**src/logic/mbagu_map.svh**
```systemverilog
// Register offsets, field positions and reset values of the address
// generator. Assumes byte addressing on a 32-bit Avalon-MM slave port.
`ifndef MBAGU_MAP_SVH
`define MBAGU_MAP_SVH

// Register byte offsets
`define MBAGU_OFS_MODE    8'h00
`define MBAGU_OFS_XSTART  8'h04
`define MBAGU_OFS_XEND    8'h08
`define MBAGU_OFS_YSTART  8'h0c
`define MBAGU_OFS_YEND    8'h10
`define MBAGU_OFS_BREV    8'h14
`define MBAGU_OFS_STATUS  8'h18

// Field positions in addr_mode_control
`define MBAGU_XSEL_LSB    0
`define MBAGU_YSEL_LSB    4
`define MBAGU_BSEL_LSB    8
`define MBAGU_YEN_BIT     14
`define MBAGU_XEN_BIT     15
// Field positions in bit_reverse_control
`define MBAGU_BITREV_ENABLE_BIT    15
`define MBAGU_PIVOT_MSB   14

// Pointer select value that means none
`define MBAGU_SEL_NONE    4'hf
// MAC prefetch pointer window and its indexed pointers
`define MBAGU_MAC_PLO     4'h8
`define MBAGU_MAC_PHI     4'hb
`define MBAGU_MAC_XIDX    4'h9
`define MBAGU_MAC_YIDX    4'hb

// Reset values
`define MBAGU_RST_MODE    16'h0fff
`define MBAGU_RST_ADDR    16'h0000
`define MBAGU_RST_BREV    16'h0000

`endif

```
**src/logic/mbagu_pkg.sv**
```systemverilog
// Types shared by the address generator and its surroundings.
// Assumes the constants of mbagu_map.svh for all numbers.
package mbagu_pkg;

  typedef enum logic [1:0] {
    MBAGU_GEN_XRD,
    MBAGU_GEN_XWR,
    MBAGU_GEN_Y
  } mbagu_gen_t;

  typedef enum logic [1:0] {
    MBAGU_AM_IND,
    MBAGU_AM_POST,
    MBAGU_AM_PRE,
    MBAGU_AM_IDX
  } mbagu_am_t;

  typedef struct packed {
    logic        valid;
    mbagu_gen_t  gen;
    mbagu_am_t   mode;
    logic        mac;
    logic        byte_op;
    logic [3:0]  ptr_num;
    logic [15:0] ptr;
    logic [15:0] modif;
  } mbagu_req_t;

  typedef struct packed {
    logic        valid;
    logic [15:0] ea;
    logic [15:0] ptr_new;
    logic [3:0]  ptr_num;
    logic        wb;
    logic        circ;
    logic        brev;
    logic        err;
  } mbagu_rsp_t;

endpackage

```
**src/logic/mbagu_top.sv**
```systemverilog
// Modulo and bit-reversed address generator with its control registers.
// Assumes decode presents one request per cycle, synchronous to clk_i,
// and an Avalon-MM master that holds each access until waitrequest drops.
//
// How it works
// - MAC prefetch pointers are W8-W11, split X/Y
// - MAC indexed mode only via W9 and W11
// - MAC modes: indirect, post-mod +/-2/4/6, indexed
// - One circular buffer each in X and Y
// - Buffers of any length checked at both bounds
// - Buffer set by 16-bit start and end
// - Y effective addresses always word aligned
// - Select value 15 disables circular addressing
// - X circular needs select not 15, enable set
// - Y circular needs select not 15, enable set
// - Bound checks catch overshoot, not only equality
// - Corrected pointer written back only pre/post-modify
// - Bit reversal only in X write generator
// - Pivot added with reversed carry, pointer kept in normal order
// - Bit reversal needs select, enable, increment mode
// - Pivot field scaled to byte addresses
// - Byte writes and other modes stay unreversed
// - Reversed add ignores mode offset, clears LSb
// - Bit reversal beats circular in X writes
`include "mbagu_map.svh"

module mbagu_top
  import mbagu_pkg::*;
(
  input  wire logic        clk_i,
  input  wire logic        srst_i,
  input  wire logic [7:0]  avs_address_i,
  input  wire logic        avs_read_i,
  input  wire logic        avs_write_i,
  input  wire logic [31:0] avs_writedata_i,
  input  wire logic [3:0]  avs_byteenable_i,
  output logic      [31:0] avs_readdata_o,
  output logic             avs_waitrequest_o,
  input  wire mbagu_req_t  req_i,
  output mbagu_rsp_t       rsp_o
);

  logic [15:0] mode_q;
  logic [15:0] xstart_q;
  logic [15:0] xend_q;
  logic [15:0] ystart_q;
  logic [15:0] yend_q;
  logic [15:0] brev_q;
  logic        last_err_q;
  logic        req_take;

  logic [3:0]  xsel;
  logic [3:0]  ysel;
  logic [3:0]  bsel;
  logic        x_circ_en;
  logic        y_circ_en;
  logic        brev_en;
  logic        x_pow2;
  logic        y_pow2;

  logic [15:0] step;
  logic        inc;
  logic [15:0] sum;
  logic [15:0] target;
  logic [15:0] fixed;
  logic [15:0] lo;
  logic [15:0] hi;
  logic [15:0] len;
  logic [15:0] pivot_b;
  logic [15:0] rev_sum;
  logic        circ_on;
  logic        brev_on;
  logic        mac_err;
  mbagu_rsp_t  rsp_d;

  // Bit order reversal of a 16-bit word
  function automatic logic [15:0] rev16(input logic [15:0] v);
    logic [15:0] r;
    r = 16'h0000;
    for (int i = 0; i < 16; i++)
    begin
      r[i] = v[15 - i];
    end
    return r;
  endfunction

  // Power-of-two test on a buffer length
  function automatic logic is_pow2(input logic [15:0] v);
    return (v != 16'h0000) && ((v & (v - 16'h0001)) == 16'h0000);
  endfunction

  // Control field decode
  assign xsel      = mode_q[`MBAGU_XSEL_LSB +: 4];
  assign ysel      = mode_q[`MBAGU_YSEL_LSB +: 4];
  assign bsel      = mode_q[`MBAGU_BSEL_LSB +: 4];
  assign x_circ_en = (xsel != `MBAGU_SEL_NONE)
                     && mode_q[`MBAGU_XEN_BIT];
  assign y_circ_en = (ysel != `MBAGU_SEL_NONE)
                     && mode_q[`MBAGU_YEN_BIT];
  assign brev_en   = (bsel != `MBAGU_SEL_NONE) && brev_q[`MBAGU_BITREV_ENABLE_BIT];
  // Byte length of a word buffer, end word included
  assign x_pow2    = is_pow2(xend_q - xstart_q + 16'h0002);
  assign y_pow2    = is_pow2(yend_q - ystart_q + 16'h0002);

  // Bus handshake: one wait cycle, then a single-cycle answer
  assign req_take = (avs_read_i || avs_write_i) && !avs_waitrequest_o;

  always_ff @(posedge clk_i)
  begin
    if (srst_i)
      avs_waitrequest_o <= 1'b1;
    else if ((avs_read_i || avs_write_i) && avs_waitrequest_o)
      avs_waitrequest_o <= 1'b0;
    else
      avs_waitrequest_o <= 1'b1;
  end

  // Register writes, low two byte lanes only; unmapped writes dropped
  always_ff @(posedge clk_i)
  begin
    if (srst_i)
    begin
      mode_q   <= `MBAGU_RST_MODE;
      xstart_q <= `MBAGU_RST_ADDR;
      xend_q   <= `MBAGU_RST_ADDR;
      ystart_q <= `MBAGU_RST_ADDR;
      yend_q   <= `MBAGU_RST_ADDR;
      brev_q   <= `MBAGU_RST_BREV;
    end
    else if (req_take && avs_write_i)
    begin
      for (int b = 0; b < 2; b++)
      begin
        if (avs_byteenable_i[b])
        begin
          if (avs_address_i == `MBAGU_OFS_MODE)
            mode_q[b*8 +: 8] <= avs_writedata_i[b*8 +: 8];
          else if (avs_address_i == `MBAGU_OFS_XSTART)
            xstart_q[b*8 +: 8] <= avs_writedata_i[b*8 +: 8];
          else if (avs_address_i == `MBAGU_OFS_XEND)
            xend_q[b*8 +: 8] <= avs_writedata_i[b*8 +: 8];
          else if (avs_address_i == `MBAGU_OFS_YSTART)
            ystart_q[b*8 +: 8] <= avs_writedata_i[b*8 +: 8];
          else if (avs_address_i == `MBAGU_OFS_YEND)
            yend_q[b*8 +: 8] <= avs_writedata_i[b*8 +: 8];
          else if (avs_address_i == `MBAGU_OFS_BREV)
            brev_q[b*8 +: 8] <= avs_writedata_i[b*8 +: 8];
        end
      end
    end
  end

  // Read data, presented with the falling waitrequest
  always_ff @(posedge clk_i)
  begin
    if (srst_i)
      avs_readdata_o <= 32'h0000_0000;
    else if (avs_read_i && avs_waitrequest_o)
    begin
      if (avs_address_i == `MBAGU_OFS_MODE)
        avs_readdata_o <= {16'h0000, mode_q};
      else if (avs_address_i == `MBAGU_OFS_XSTART)
        avs_readdata_o <= {16'h0000, xstart_q};
      else if (avs_address_i == `MBAGU_OFS_XEND)
        avs_readdata_o <= {16'h0000, xend_q};
      else if (avs_address_i == `MBAGU_OFS_YSTART)
        avs_readdata_o <= {16'h0000, ystart_q};
      else if (avs_address_i == `MBAGU_OFS_YEND)
        avs_readdata_o <= {16'h0000, yend_q};
      else if (avs_address_i == `MBAGU_OFS_BREV)
        avs_readdata_o <= {16'h0000, brev_q};
      else if (avs_address_i == `MBAGU_OFS_STATUS)
        avs_readdata_o <= {26'h0, last_err_q, y_pow2, x_pow2,
                           brev_en, y_circ_en, x_circ_en};
      else
        avs_readdata_o <= 32'h0000_0000;
    end
  end

  // Effective address datapath for the current request
  always_comb
  begin
    step    = req_i.modif;
    inc     = !step[15];
    sum     = req_i.ptr + step;
    // One buffer per space; both X generators share the X one
    lo      = (req_i.gen == MBAGU_GEN_Y) ? ystart_q : xstart_q;
    hi      = (req_i.gen == MBAGU_GEN_Y) ? yend_q : xend_q;
    len     = hi - lo + 16'h0002;
    // Pivot counts words, addresses count bytes
    pivot_b = {brev_q[`MBAGU_PIVOT_MSB:0], 1'b0};
    // Reversed-carry add of the pivot onto the pointer
    rev_sum = rev16(rev16(req_i.ptr) + rev16(pivot_b));

    brev_on = (req_i.gen == MBAGU_GEN_XWR) && brev_en
              && (req_i.ptr_num == bsel) && !req_i.byte_op
              && (req_i.mode == MBAGU_AM_PRE
                  || req_i.mode == MBAGU_AM_POST) && inc;
    if (req_i.gen == MBAGU_GEN_Y)
      circ_on = y_circ_en && (req_i.ptr_num == ysel);
    else if (req_i.gen == MBAGU_GEN_XWR)
      circ_on = x_circ_en && (req_i.ptr_num == xsel) && !brev_en;
    else
      circ_on = x_circ_en && (req_i.ptr_num == xsel);

    // MAC operand fetch restrictions
    mac_err = 1'b0;
    if (req_i.mac)
    begin
      if (req_i.ptr_num < `MBAGU_MAC_PLO || req_i.ptr_num > `MBAGU_MAC_PHI)
        mac_err = 1'b1;
      else if ((req_i.ptr_num[1] == 1'b0) != (req_i.gen == MBAGU_GEN_XRD))
        mac_err = 1'b1;
      if (req_i.mode == MBAGU_AM_IDX && req_i.ptr_num != `MBAGU_MAC_XIDX
          && req_i.ptr_num != `MBAGU_MAC_YIDX)
        mac_err = 1'b1;
      if (req_i.mode == MBAGU_AM_PRE)
        mac_err = 1'b1;
      if (req_i.mode == MBAGU_AM_POST && step != 16'h0002
          && step != 16'h0004 && step != 16'h0006 && step != 16'hfffe
          && step != 16'hfffc && step != 16'hfffa)
        mac_err = 1'b1;
    end

    // Bound checks catch any overshoot, then wrap by the length
    target = (req_i.mode == MBAGU_AM_IND) ? req_i.ptr : sum;
    fixed  = target;
    if (circ_on && req_i.mode != MBAGU_AM_IND)
    begin
      if (inc && target > hi)
        fixed = target - len;
      else if (!inc && target < lo)
        fixed = target + len;
    end

    rsp_d         = '0;
    rsp_d.valid   = req_i.valid;
    rsp_d.ptr_num = req_i.ptr_num;
    rsp_d.err     = mac_err;
    rsp_d.circ    = circ_on && !brev_on;
    rsp_d.brev    = brev_on;
    rsp_d.ptr_new = req_i.ptr;
    rsp_d.ea      = fixed;
    if (brev_on)
    begin
      // Mode offset ignored; pointer plus reversed pivot only
      rsp_d.ptr_new = rev_sum & 16'hfffe;
      rsp_d.ea      = (req_i.mode == MBAGU_AM_PRE) ?
                      (rev_sum & 16'hfffe) : (req_i.ptr & 16'hfffe);
      rsp_d.wb      = !mac_err;
    end
    else if (req_i.mode == MBAGU_AM_POST)
    begin
      rsp_d.ea      = req_i.ptr;
      rsp_d.ptr_new = fixed;
      rsp_d.wb      = !mac_err;
    end
    else if (req_i.mode == MBAGU_AM_PRE)
    begin
      rsp_d.ptr_new = fixed;
      rsp_d.wb      = !mac_err;
    end
    // Indexed: address corrected, pointer left alone
    // A rejected fetch still reports, but never moves the pointer
    if (mac_err)
      rsp_d.ptr_new = req_i.ptr;
    // Y space works on words only
    if (req_i.gen == MBAGU_GEN_Y)
    begin
      rsp_d.ea[0]      = 1'b0;
      rsp_d.ptr_new[0] = 1'b0;
    end
    if (!req_i.valid)
      rsp_d.wb = 1'b0;
  end

  // Result register, one cycle after the request
  always_ff @(posedge clk_i)
  begin
    if (srst_i)
      rsp_o <= '0;
    else
      rsp_o <= rsp_d;
  end

  // Sticky-free flag of the latest request's MAC check
  always_ff @(posedge clk_i)
  begin
    if (srst_i)
      last_err_q <= 1'b0;
    else if (req_i.valid)
      last_err_q <= mac_err;
  end
endmodule

```
**config.mk**
```make
export PLATFORM = sky130hd
export DESIGN_NAME = mbagu_top
export DESIGN_NICKNAME = d
export VERILOG_FILES = /design/src/logic/mbagu_pkg.sv /design/src/logic/mbagu_top.sv
export VERILOG_INCLUDE_DIRS = /design/src /design/src/logic
export SDC_FILE = /design/constraint.sdc
export NUM_CORES = 1
export LEC_CHECK = 0
export BUFFER_PORTS_ARGS = -buffer_cell sky130_fd_sc_hd__buf_4
export CAP_MARGIN = 40
export CORE_MARGIN = 8
export CORE_UTILIZATION = 65
export DETAILED_ROUTE_END_ITERATION = 8
export HOLD_SLACK_MARGIN = 0.02
export PLACE_DENSITY = 0.94
export SYNTH_ARGS = -nofsm -noshare
export SYNTH_HDL_FRONTEND = slang
export SYNTH_SLANG_ARGS = --single-unit
```
**constraint.sdc**
```tcl
create_clock -name clk_i -period 11.95 [get_ports clk_i]
set_input_delay 1.195 -clock clk_i [delete_from_list [all_inputs] [get_ports clk_i]]
set_output_delay 1.195 -clock clk_i [all_outputs]
set_load 0.1 [all_outputs]
```
==> impl_results.html, run 1 <==
<table>
<tr><th>Metric</th><th>Value</th></tr>
<tr><th colspan="2">Synthesis</th></tr>
<tr><td>Synthesized instance count</td><td>1757</td></tr>
<tr><td>Most instantiated flip-flop cell in the synthesis netlist</td><td>sky130_fd_sc_hd__dfxtp_1</td></tr>
<tr><td>EDFF count, synth</td><td>0</td></tr>
<tr><td>Summed instance area of the synthesized netlist</td><td>14210 µm²</td></tr>
<tr><td>Yosys cell types</td><td>100</td></tr>
<tr><td>Number of flip-flops and latches in the synthesized netlist</td><td>155</td></tr>
<tr><td>Fraction of the yosys area taken by sequential cells</td><td>0.2184</td></tr>
<tr><td>Synth warn</td><td>0</td></tr>
<tr><td>Asr flop ratio synth</td><td>0</td></tr>
<tr><td>Syn_area_per_cell</td><td>8.086 µm²</td></tr>
<tr><th colspan="2">Route</th></tr>
<tr><td>Post-route DRC</td><td>0</td></tr>
<tr><td>1st-iter DRT viols</td><td>1736</td></tr>
<tr><td>Via Count</td><td>14590</td></tr>
<tr><td>Routed Wire Length</td><td>48640 µm</td></tr>
<tr><td>Detailed-route vias per instance</td><td>6.720</td></tr>
<tr><td>Met2 routed WL</td><td>20730 µm</td></tr>
<tr><td>Met3 Routed Length</td><td>6138 µm</td></tr>
<tr><td>WL met1</td><td>18760 µm</td></tr>
<tr><td>Average wire per standard cell</td><td>22.40 µm</td></tr>
<tr><td>Top sig layer</td><td>met4</td></tr>
<tr><td>Count of nets left with antenna violations after detail routing</td><td>0</td></tr>
<tr><td>Detailed-routing iteration count for the pre-antenna-repair pass</td><td>8</td></tr>
<tr><th colspan="2">Cells and area</th></tr>
<tr><td>Core utilization of the finished layout</td><td>0.7409</td></tr>
<tr><td>Share of post-route cells with drive strength above 1</td><td>0.1338</td></tr>
<tr><td>Layout overhead on the synthesized area</td><td>12.74%</td></tr>
<tr><td>Total number of nets in the final design</td><td>2157</td></tr>
<tr><td>Most frequent cells in the layout</td><td>sky130_fd_sc_hd__nor2_1 (233), sky130_fd_sc_hd__ha_1 (181), sky130_fd_sc_hd__buf_4 (161)</td></tr>
<tr><td>Antenna diode count</td><td>0</td></tr>
<tr><td>Most common cell after layout, fill and taps aside</td><td>sky130_fd_sc_hd__nor2_1</td></tr>
<tr><td>Final std cell area, no fill</td><td>16020 µm²</td></tr>
<tr><th colspan="2">Timing</th></tr>
<tr><td>Hold Fails Final Rpt</td><td>0</td></tr>
<tr><td>Setup violators final</td><td>0</td></tr>
<tr><td>RSZ-0062 raised after global routing</td><td>false</td></tr>
<tr><td>Time the worst path needs with I/O delays and setup</td><td>7.043 ns</td></tr>
<tr><td>Peak Freq</td><td>142.0 MHz</td></tr>
<tr><td>Post-Route Hold Slack</td><td>0.4677 ns</td></tr>
<tr><td>Relative slew slack</td><td>0.2757</td></tr>
<tr><td>Final slew viol count</td><td>0</td></tr>
<tr><td>Clk_skew</td><td>0.01047 ns</td></tr>
<tr><td>Setup_tns</td><td>0 ns</td></tr>
<tr><td>Slew of the pin with the lowest slew margin</td><td>1.086 ns</td></tr>
<tr><td>Period Utilization, post-route</td><td>0.5893</td></tr>
<tr><th colspan="2">Hold path</th></tr>
<tr><td>Class of the most critical hold timing path</td><td>reg -&gt; reg</td></tr>
<tr><th colspan="2">Clock network</th></tr>
<tr><td>Level count of the clock H-tree</td><td>4</td></tr>
<tr><td>TritonCTS clock tree</td><td>done</td></tr>
<tr><td>Reg clk slew, reported paths</td><td>0.07 ns</td></tr>
<tr><td>CTS sink count</td><td>155</td></tr>
<tr><td>Clock Tree Root</td><td>sky130_fd_sc_hd__clkbuf_16</td></tr>
<tr><td>Resized cells post-CTS</td><td>0</td></tr>
<tr><td>Setup bufs post-CTS</td><td>0</td></tr>
<tr><td>Clock Latency Late Sink</td><td>0.44 ns</td></tr>
<tr><td>Number of buffers created by CTS</td><td>17</td></tr>
<tr><td>Total of hold buffers inserted after clock tree synthesis</td><td>0</td></tr>
<tr><td>Clock tree buffer depth</td><td>2</td></tr>
<tr><th colspan="2">Power and ir drop</th></tr>
<tr><td>Worst voltage drop across the vdd grid</td><td>86.98 µV</td></tr>
<tr><td>Total power per unit cell area</td><td>100.9 nW/µm²</td></tr>
<tr><td>Lkg Pwr</td><td>6.868 nW</td></tr>
<tr><th colspan="2">Place</th></tr>
<tr><td>Port bufs</td><td>130</td></tr>
<tr><td>Placed cell area</td><td>15440 µm²</td></tr>
<tr><td>HPWL after detailed placement</td><td>37440 µm</td></tr>
<tr><td>Placer congestion estimate</td><td>1.014</td></tr>
<tr><th colspan="2">Worst setup path</th></tr>
<tr><td>Capturing element type of the critical path</td><td>flip-flop</td></tr>
<tr><td>Worst Path Required</td><td>12.31 ns</td></tr>
<tr><td>Critical path type</td><td>in -&gt; reg</td></tr>
<tr><td>Highest-delay cell along the critical path</td><td>sky130_fd_sc_hd__mux2i_1</td></tr>
<tr><td>Arrival @ worst endpoint</td><td>7.40 ns</td></tr>
<tr><td>Crit path largest cell delay</td><td>0.60 ns</td></tr>
<tr><td>Largest fanout on the critical path</td><td>51</td></tr>
<tr><td>Startpoint type of the worst setup path</td><td>primary input</td></tr>
<tr><td>Register-to-register setup slack</td><td>6.14 ns</td></tr>
<tr><th colspan="2">Run</th></tr>
<tr><td>Maximum Capacitance Violations</td><td>0</td></tr>
<tr><th colspan="2">Floorplan</th></tr>
<tr><td>Area of the core</td><td>21620 µm²</td></tr>
<tr><td>Placement Rows</td><td>54</td></tr>
<tr><td>Top-Level Pins</td><td>165</td></tr>
<tr><td>Die span in x</td><td>163.8 µm</td></tr>
<tr><td>Die Area</td><td>26840 µm²</td></tr>
<tr><td>Initial cell density of the core</td><td>0.6571</td></tr>
<tr><td>Die Y</td><td>163.8 µm</td></tr>
<tr><th colspan="2">GRT</th></tr>
<tr><td>Number of antenna violations at the first check in global routing</td><td>0</td></tr>
<tr><td>Number of global-route vias before repair</td><td>13560</td></tr>
<tr><td>Global-route wire length before repair</td><td>73910 µm</td></tr>
<tr><td>GR Overflow Total</td><td>0</td></tr>
<tr><td>Global router's overall resource usage</td><td>0.3486</td></tr>
<tr><td>Largest net degree at the start of global routing</td><td>79</td></tr>
<tr><th colspan="2">Run status</th></tr>
<tr><td>Status</td><td>finished, final reports clean</td></tr>
</table>
## sequential cells by signal, summed over array words and instances, names as in the netlist
register           count
rsp_o                 41
avs_readdata_o        16
brev_q                16
mode_q                16
xend_q                16
xstart_q              16
yend_q                16
ystart_q              16
avs_waitrequest_o      1
last_err_q             1
## where the power goes
part | leakage [nW] | internal, W | total [W] | switching [W]
sequential | 1.26 | 0.000531 | 0.000538 | 0.00000623
combinational | 5.33 | 0.000169 | 0.000547 | 0.000379
clock | 0.279 | 0.000281 | 0.000532 | 0.000251
## worst paths after layout
check | start | to | cells after the start
min reg2reg | avs_waitrequest_o$_SDFF_PP1_ | avs_waitrequest_o$_SDFF_PP1_ | 1
max | req_i[40] | rsp_o[23]$_SDFF_PP0_ | 25
min | avs_waitrequest_o$_SDFF_PP1_ | avs_waitrequest_o$_SDFF_PP1_ | 1
max reg2reg | xstart_q[2]$_SDFFE_PP0P_ | rsp_o[23]$_SDFF_PP0_ | 22
## final cells by class
cell class / count / area (µm²)
multi-input combinational: 1415 / 10290
fill: 1569 / 5603
sequential: 155 / 3103
timing repair buffer: 165 / 1239
inverter: 124 / 465.4
clock buffer: 18 / 439.2
tap: 280 / 350.3
clock inverter: 14 / 128.9
## cell families after synthesis
kind of cell / synth area share
multiplexers: 0.09573
other: 0.0002639
XOR/XNOR: 0.04597
buffers and inverters: 0.06165
AND/OR/NAND/NOR: 0.1849
adder cells (fa/ha/maj): 0.1714
flip-flops: 0.2184
AO/OA/AOI/OAI: 0.2217
## per-stage QoR
stage          total power [W]  instances  setup slack [ns]
5_1_grt               0.001669       2171             4.660
3_3_place_gp          0.001066       2129             4.908
2_1_floorplan        0.0009349       1772             5.183
3_5_place_dp          0.001080       2138             4.723
4_1_cts               0.001598       2170             5.118
6_report              0.001617       2171             4.907
## per-layer routing
metal / vias to the layer above / track usage
li1: 6650 / -
met3: 193 / 0.07619
met4: 0 / 0.1950
met2: 1041 / 0.5464
met5: - / 0
met1: 6705 / 0.4382
## critical path: cells and delay by family
family | cells | cell delay (ns)
AOI/OAI and AO/OA | 9 | 2.47
xor gates and xnor gates | 2 | 0.52
adders and majority gates | 4 | 1.34
buffers and inverters | 5 | 0.94
muxes | 1 | 0.60
and+or+nand+nor | 4 | 0.30
## synth_stat cells (26+ instances only)
master,number,area [µm²]
sky130_fd_sc_hd__nor2_1,233,874.6
sky130_fd_sc_hd__ha_1,181,2265
sky130_fd_sc_hd__dfxtp_1,155,3103
sky130_fd_sc_hd__inv_1,121,454.2
sky130_fd_sc_hd__a21oi_1,113,565.5
sky130_fd_sc_hd__mux2i_1,110,1101
sky130_fd_sc_hd__nand2_1,100,375.4
sky130_fd_sc_hd__o21ai_0,59,295.3
sky130_fd_sc_hd__clkbuf_1,49,183.9
sky130_fd_sc_hd__xnor2_1,49,429.2
sky130_fd_sc_hd__nor3_1,41,205.2
sky130_fd_sc_hd__a22oi_1,30,225.2
sky130_fd_sc_hd__nand3_1,30,150.1
sky130_fd_sc_hd__o21a_1,26,195.2
Note: power is estimated with default switching activity, not from simulation.
==> inputs of run 2 (changes only) <==
CORE_UTILIZATION = 61   (was 65)
PLACE_DENSITY = 0.89   (was 0.94)
clock period = 6.65 ns   (was 11.95 ns; I/O delays follow)
==> impl_results.html, run 2 (synthesis results as in run 1) <==
<table>
<tr><th>Metric</th><th>Value</th></tr>
<tr><th colspan="2">Cells and area</th></tr>
<tr><td>Total number of nets in the final design</td><td>2162</td></tr>
<tr><td>Antenna diode count</td><td>0</td></tr>
<tr><td>Largest register FFs</td><td>41</td></tr>
<tr><td>Most frequent cells in the layout</td><td>sky130_fd_sc_hd__nor2_1 (233), sky130_fd_sc_hd__ha_1 (181), sky130_fd_sc_hd__buf_4 (169)</td></tr>
<tr><td>Final Instance Count excl. Fillers</td><td>2214</td></tr>
<tr><td>Most common cell after layout, fill and taps aside</td><td>sky130_fd_sc_hd__nor2_1</td></tr>
<tr><td>Number of fillers in the final layout</td><td>1793</td></tr>
<tr><td>Share of post-route cells with drive strength above 1</td><td>0.1356</td></tr>
<tr><td>Top reg by flops</td><td>rsp_o</td></tr>
<tr><td>Layout overhead on the synthesized area</td><td>13.34%</td></tr>
<tr><th colspan="2">Worst setup path</th></tr>
<tr><td>Highest-delay cell along the critical path</td><td>sky130_fd_sc_hd__buf_4</td></tr>
<tr><td>Arrival @ worst endpoint</td><td>6.36 ns</td></tr>
<tr><td>Kind of cell adding the most delay to the critical path</td><td>compound AO/OA/AOI/OAI gates</td></tr>
<tr><td>Startpoint type of the worst setup path</td><td>primary input</td></tr>
<tr><td>Cell breakdown of the critical path</td><td>buf_4 &gt; nor2b_4 &gt; buf_4 &gt; mux2_2 &gt; ha_1 &gt; ha_1 &gt; a21oi_1 &gt; o21bai_1 &gt; a21oi_1 &gt; o21bai_1 &gt; a21oi_1 &gt; xnor2_1 &gt; ha_1 &gt; nor3_1 &gt; a21oi_1 &gt; o21ai_0 &gt; a31oi_1 &gt; o21ai_0 &gt; a221oi_1 &gt; xor2_1 &gt; nor2_1 &gt; o41a_1 &gt; o32ai_2</td></tr>
<tr><td>Combined buffer and inverter count along the critical path</td><td>2</td></tr>
<tr><td>Capturing element type of the critical path</td><td>flip-flop</td></tr>
<tr><td>Cell with the most instances on the worst path</td><td>sky130_fd_sc_hd__a21oi_1</td></tr>
<tr><td>Largest fanout on the critical path</td><td>32</td></tr>
<tr><td>Worst Path Required</td><td>7.02 ns</td></tr>
<tr><td>Critical path type</td><td>in -&gt; reg</td></tr>
<tr><td>Crit path largest cell delay</td><td>0.46 ns</td></tr>
<tr><th colspan="2">Timing</th></tr>
<tr><td>Slew of the pin with the lowest slew margin</td><td>0.9288 ns</td></tr>
<tr><td>Relative slew slack</td><td>0.3788</td></tr>
<tr><td>Final slew viol count</td><td>0</td></tr>
<tr><td>Period Utilization, post-route</td><td>0.9018</td></tr>
<tr><td>Post-Route Hold Slack</td><td>0.4303 ns</td></tr>
<tr><td>Peak Freq</td><td>166.8 MHz</td></tr>
<tr><td>Setup slack of the critical path after layout</td><td>0.6530 ns</td></tr>
<tr><td>Clk_skew</td><td>0.01487 ns</td></tr>
<tr><td>Setup violators final</td><td>0</td></tr>
<tr><td>RSZ-0062 raised after global routing</td><td>false</td></tr>
<tr><td>Setup_tns</td><td>0 ns</td></tr>
<tr><td>Hold Fails Final Rpt</td><td>0</td></tr>
<tr><td>Time the worst path needs with I/O delays and setup</td><td>5.997 ns</td></tr>
<tr><th colspan="2">Run</th></tr>
<tr><td>Maximum Capacitance Violations</td><td>0</td></tr>
<tr><th colspan="2">Clock network</th></tr>
<tr><td>Total of hold buffers inserted after clock tree synthesis</td><td>0</td></tr>
<tr><td>CTS sink count</td><td>155</td></tr>
<tr><td>Setup bufs post-CTS</td><td>0</td></tr>
<tr><td>TritonCTS clock tree</td><td>done</td></tr>
<tr><td>Reg clk slew, reported paths</td><td>0.07 ns</td></tr>
<tr><td>Clock Latency Late Sink</td><td>0.45 ns</td></tr>
<tr><td>Clock Tree Root</td><td>sky130_fd_sc_hd__clkbuf_16</td></tr>
<tr><td>Level count of the clock H-tree</td><td>4</td></tr>
<tr><td>Number of buffers created by CTS</td><td>17</td></tr>
<tr><td>Clock tree buffer depth</td><td>2</td></tr>
<tr><td>Resized cells post-CTS</td><td>0</td></tr>
<tr><th colspan="2">Floorplan</th></tr>
<tr><td>Die span in x</td><td>168.6 µm</td></tr>
<tr><td>Die Area</td><td>28430 µm²</td></tr>
<tr><td>Top-Level Pins</td><td>165</td></tr>
<tr><td>Initial cell density of the core</td><td>0.6126</td></tr>
<tr><td>Placement Rows</td><td>56</td></tr>
<tr><td>Area of the core</td><td>23190 µm²</td></tr>
<tr><td>Die Y</td><td>168.6 µm</td></tr>
<tr><th colspan="2">Route</th></tr>
<tr><td>Post-route DRC</td><td>0</td></tr>
<tr><td>1st-iter DRT viols</td><td>2115</td></tr>
<tr><td>Routed Wire Length</td><td>49150 µm</td></tr>
<tr><td>Count of nets left with antenna violations after detail routing</td><td>0</td></tr>
<tr><td>Average wire per standard cell</td><td>22.20 µm</td></tr>
<tr><td>Detailed-routing iteration count for the pre-antenna-repair pass</td><td>8</td></tr>
<tr><td>Detailed-route vias per instance</td><td>6.594</td></tr>
<tr><td>Via Count</td><td>14600</td></tr>
<tr><th colspan="2">GRT</th></tr>
<tr><td>Number of antenna violations at the first check in global routing</td><td>1</td></tr>
<tr><td>Global router's overall resource usage</td><td>0.3338</td></tr>
<tr><td>Global-route wire length before repair</td><td>75130 µm</td></tr>
<tr><td>Largest net degree at the start of global routing</td><td>75</td></tr>
<tr><td>GR Overflow Total</td><td>0</td></tr>
<tr><td>Number of global-route vias before repair</td><td>13860</td></tr>
<tr><th colspan="2">Power and ir drop</th></tr>
<tr><td>Worst voltage drop across the vdd grid</td><td>146.5 µV</td></tr>
<tr><td>Lkg Pwr</td><td>6.873 nW</td></tr>
<tr><td>Total chip power</td><td>0.002911 W</td></tr>
<tr><td>Total power per unit cell area</td><td>180.8 nW/µm²</td></tr>
<tr><th colspan="2">Place</th></tr>
<tr><td>Place WS</td><td>0.3011 ns</td></tr>
<tr><td>Cells after DPL</td><td>2183</td></tr>
<tr><td>Port bufs</td><td>130</td></tr>
<tr><td>HPWL after detailed placement</td><td>38290 µm</td></tr>
<tr><td>Placer congestion estimate</td><td>1.030</td></tr>
<tr><th colspan="2">Hold path</th></tr>
<tr><td>Class of the most critical hold timing path</td><td>in -&gt; reg</td></tr>
<tr><th colspan="2">Run status</th></tr>
<tr><td>Status</td><td>finished, final reports clean</td></tr>
</table>
run 2: cell types whose count changed in the layout (fill, tap and decap cells not counted), sizes merged:
| cell | change |
|---|---|
| buf | +5 |
| clkinvlp | +4 |
| inv | -4 |
| bufinv | +1 |
| clkbuf | -1 |
| clkinv | -1 |
run 2: path summary, 6_finish.rpt:
| path | depth (start not counted) | start | slack, ns | endpoint |
|---|---|---|---|---|
| max | 23 | req_i[40] | 0.65 | rsp_o[23]$_SDFF_PP0_ |
| min | 2 | avs_write_i | 0.43 | avs_waitrequest_o$_SDFF_PP1_ |
| max reg2reg | 23 | xstart_q[2]$_SDFFE_PP0P_ | 1.07 | rsp_o[23]$_SDFF_PP0_ |
| min reg2reg | 1 | avs_waitrequest_o$_SDFF_PP1_ | 0.48 | avs_waitrequest_o$_SDFF_PP1_ |
run 2: area by class of cell:
type / instances / area, µm² / area share
well taps: 319 / 399.1 / 0.02479
multi-input cells: 1415 / 10300 / 0.6395
clock inverters: 14 / 137.6 / 0.008547
inverters: 124 / 465.4 / 0.02890
clock buffers: 17 / 425.4 / 0.02642
repair buffers: 170 / 1274 / 0.07910
flip-flops and latches: 155 / 3103 / 0.1927
run 2: where the power goes:
part / switching (W) / internal, W / leakage (nW)
registers: 0.0000115 / 0.000955 / 1.26
logic: 0.000678 / 0.000308 / 5.35
clock network: 0.000439 / 0.000520 / 0.260
run 2: per-layer routing:
layer | global-route usage | vias to the layer above | share of wire
li1 | - | 6659 | -
met1 | 0.4129 | 6805 | 0.39
met2 | 0.5345 | 944 | 0.44
met3 | 0.07314 | 187 | 0.11
met4 | 0.1825 | 4 | 0.055
met5 | 0 | - | 0.0012
run 2: per-stage QoR:
step	utilization	instance area (µm²)
2_1_floorplan	-	14260
3_3_place_gp	0.6672	15470
3_5_place_dp	0.6700	15540
4_1_cts	0.6943	16100
5_1_grt	0.6943	16100
6_report	0.6943	16100
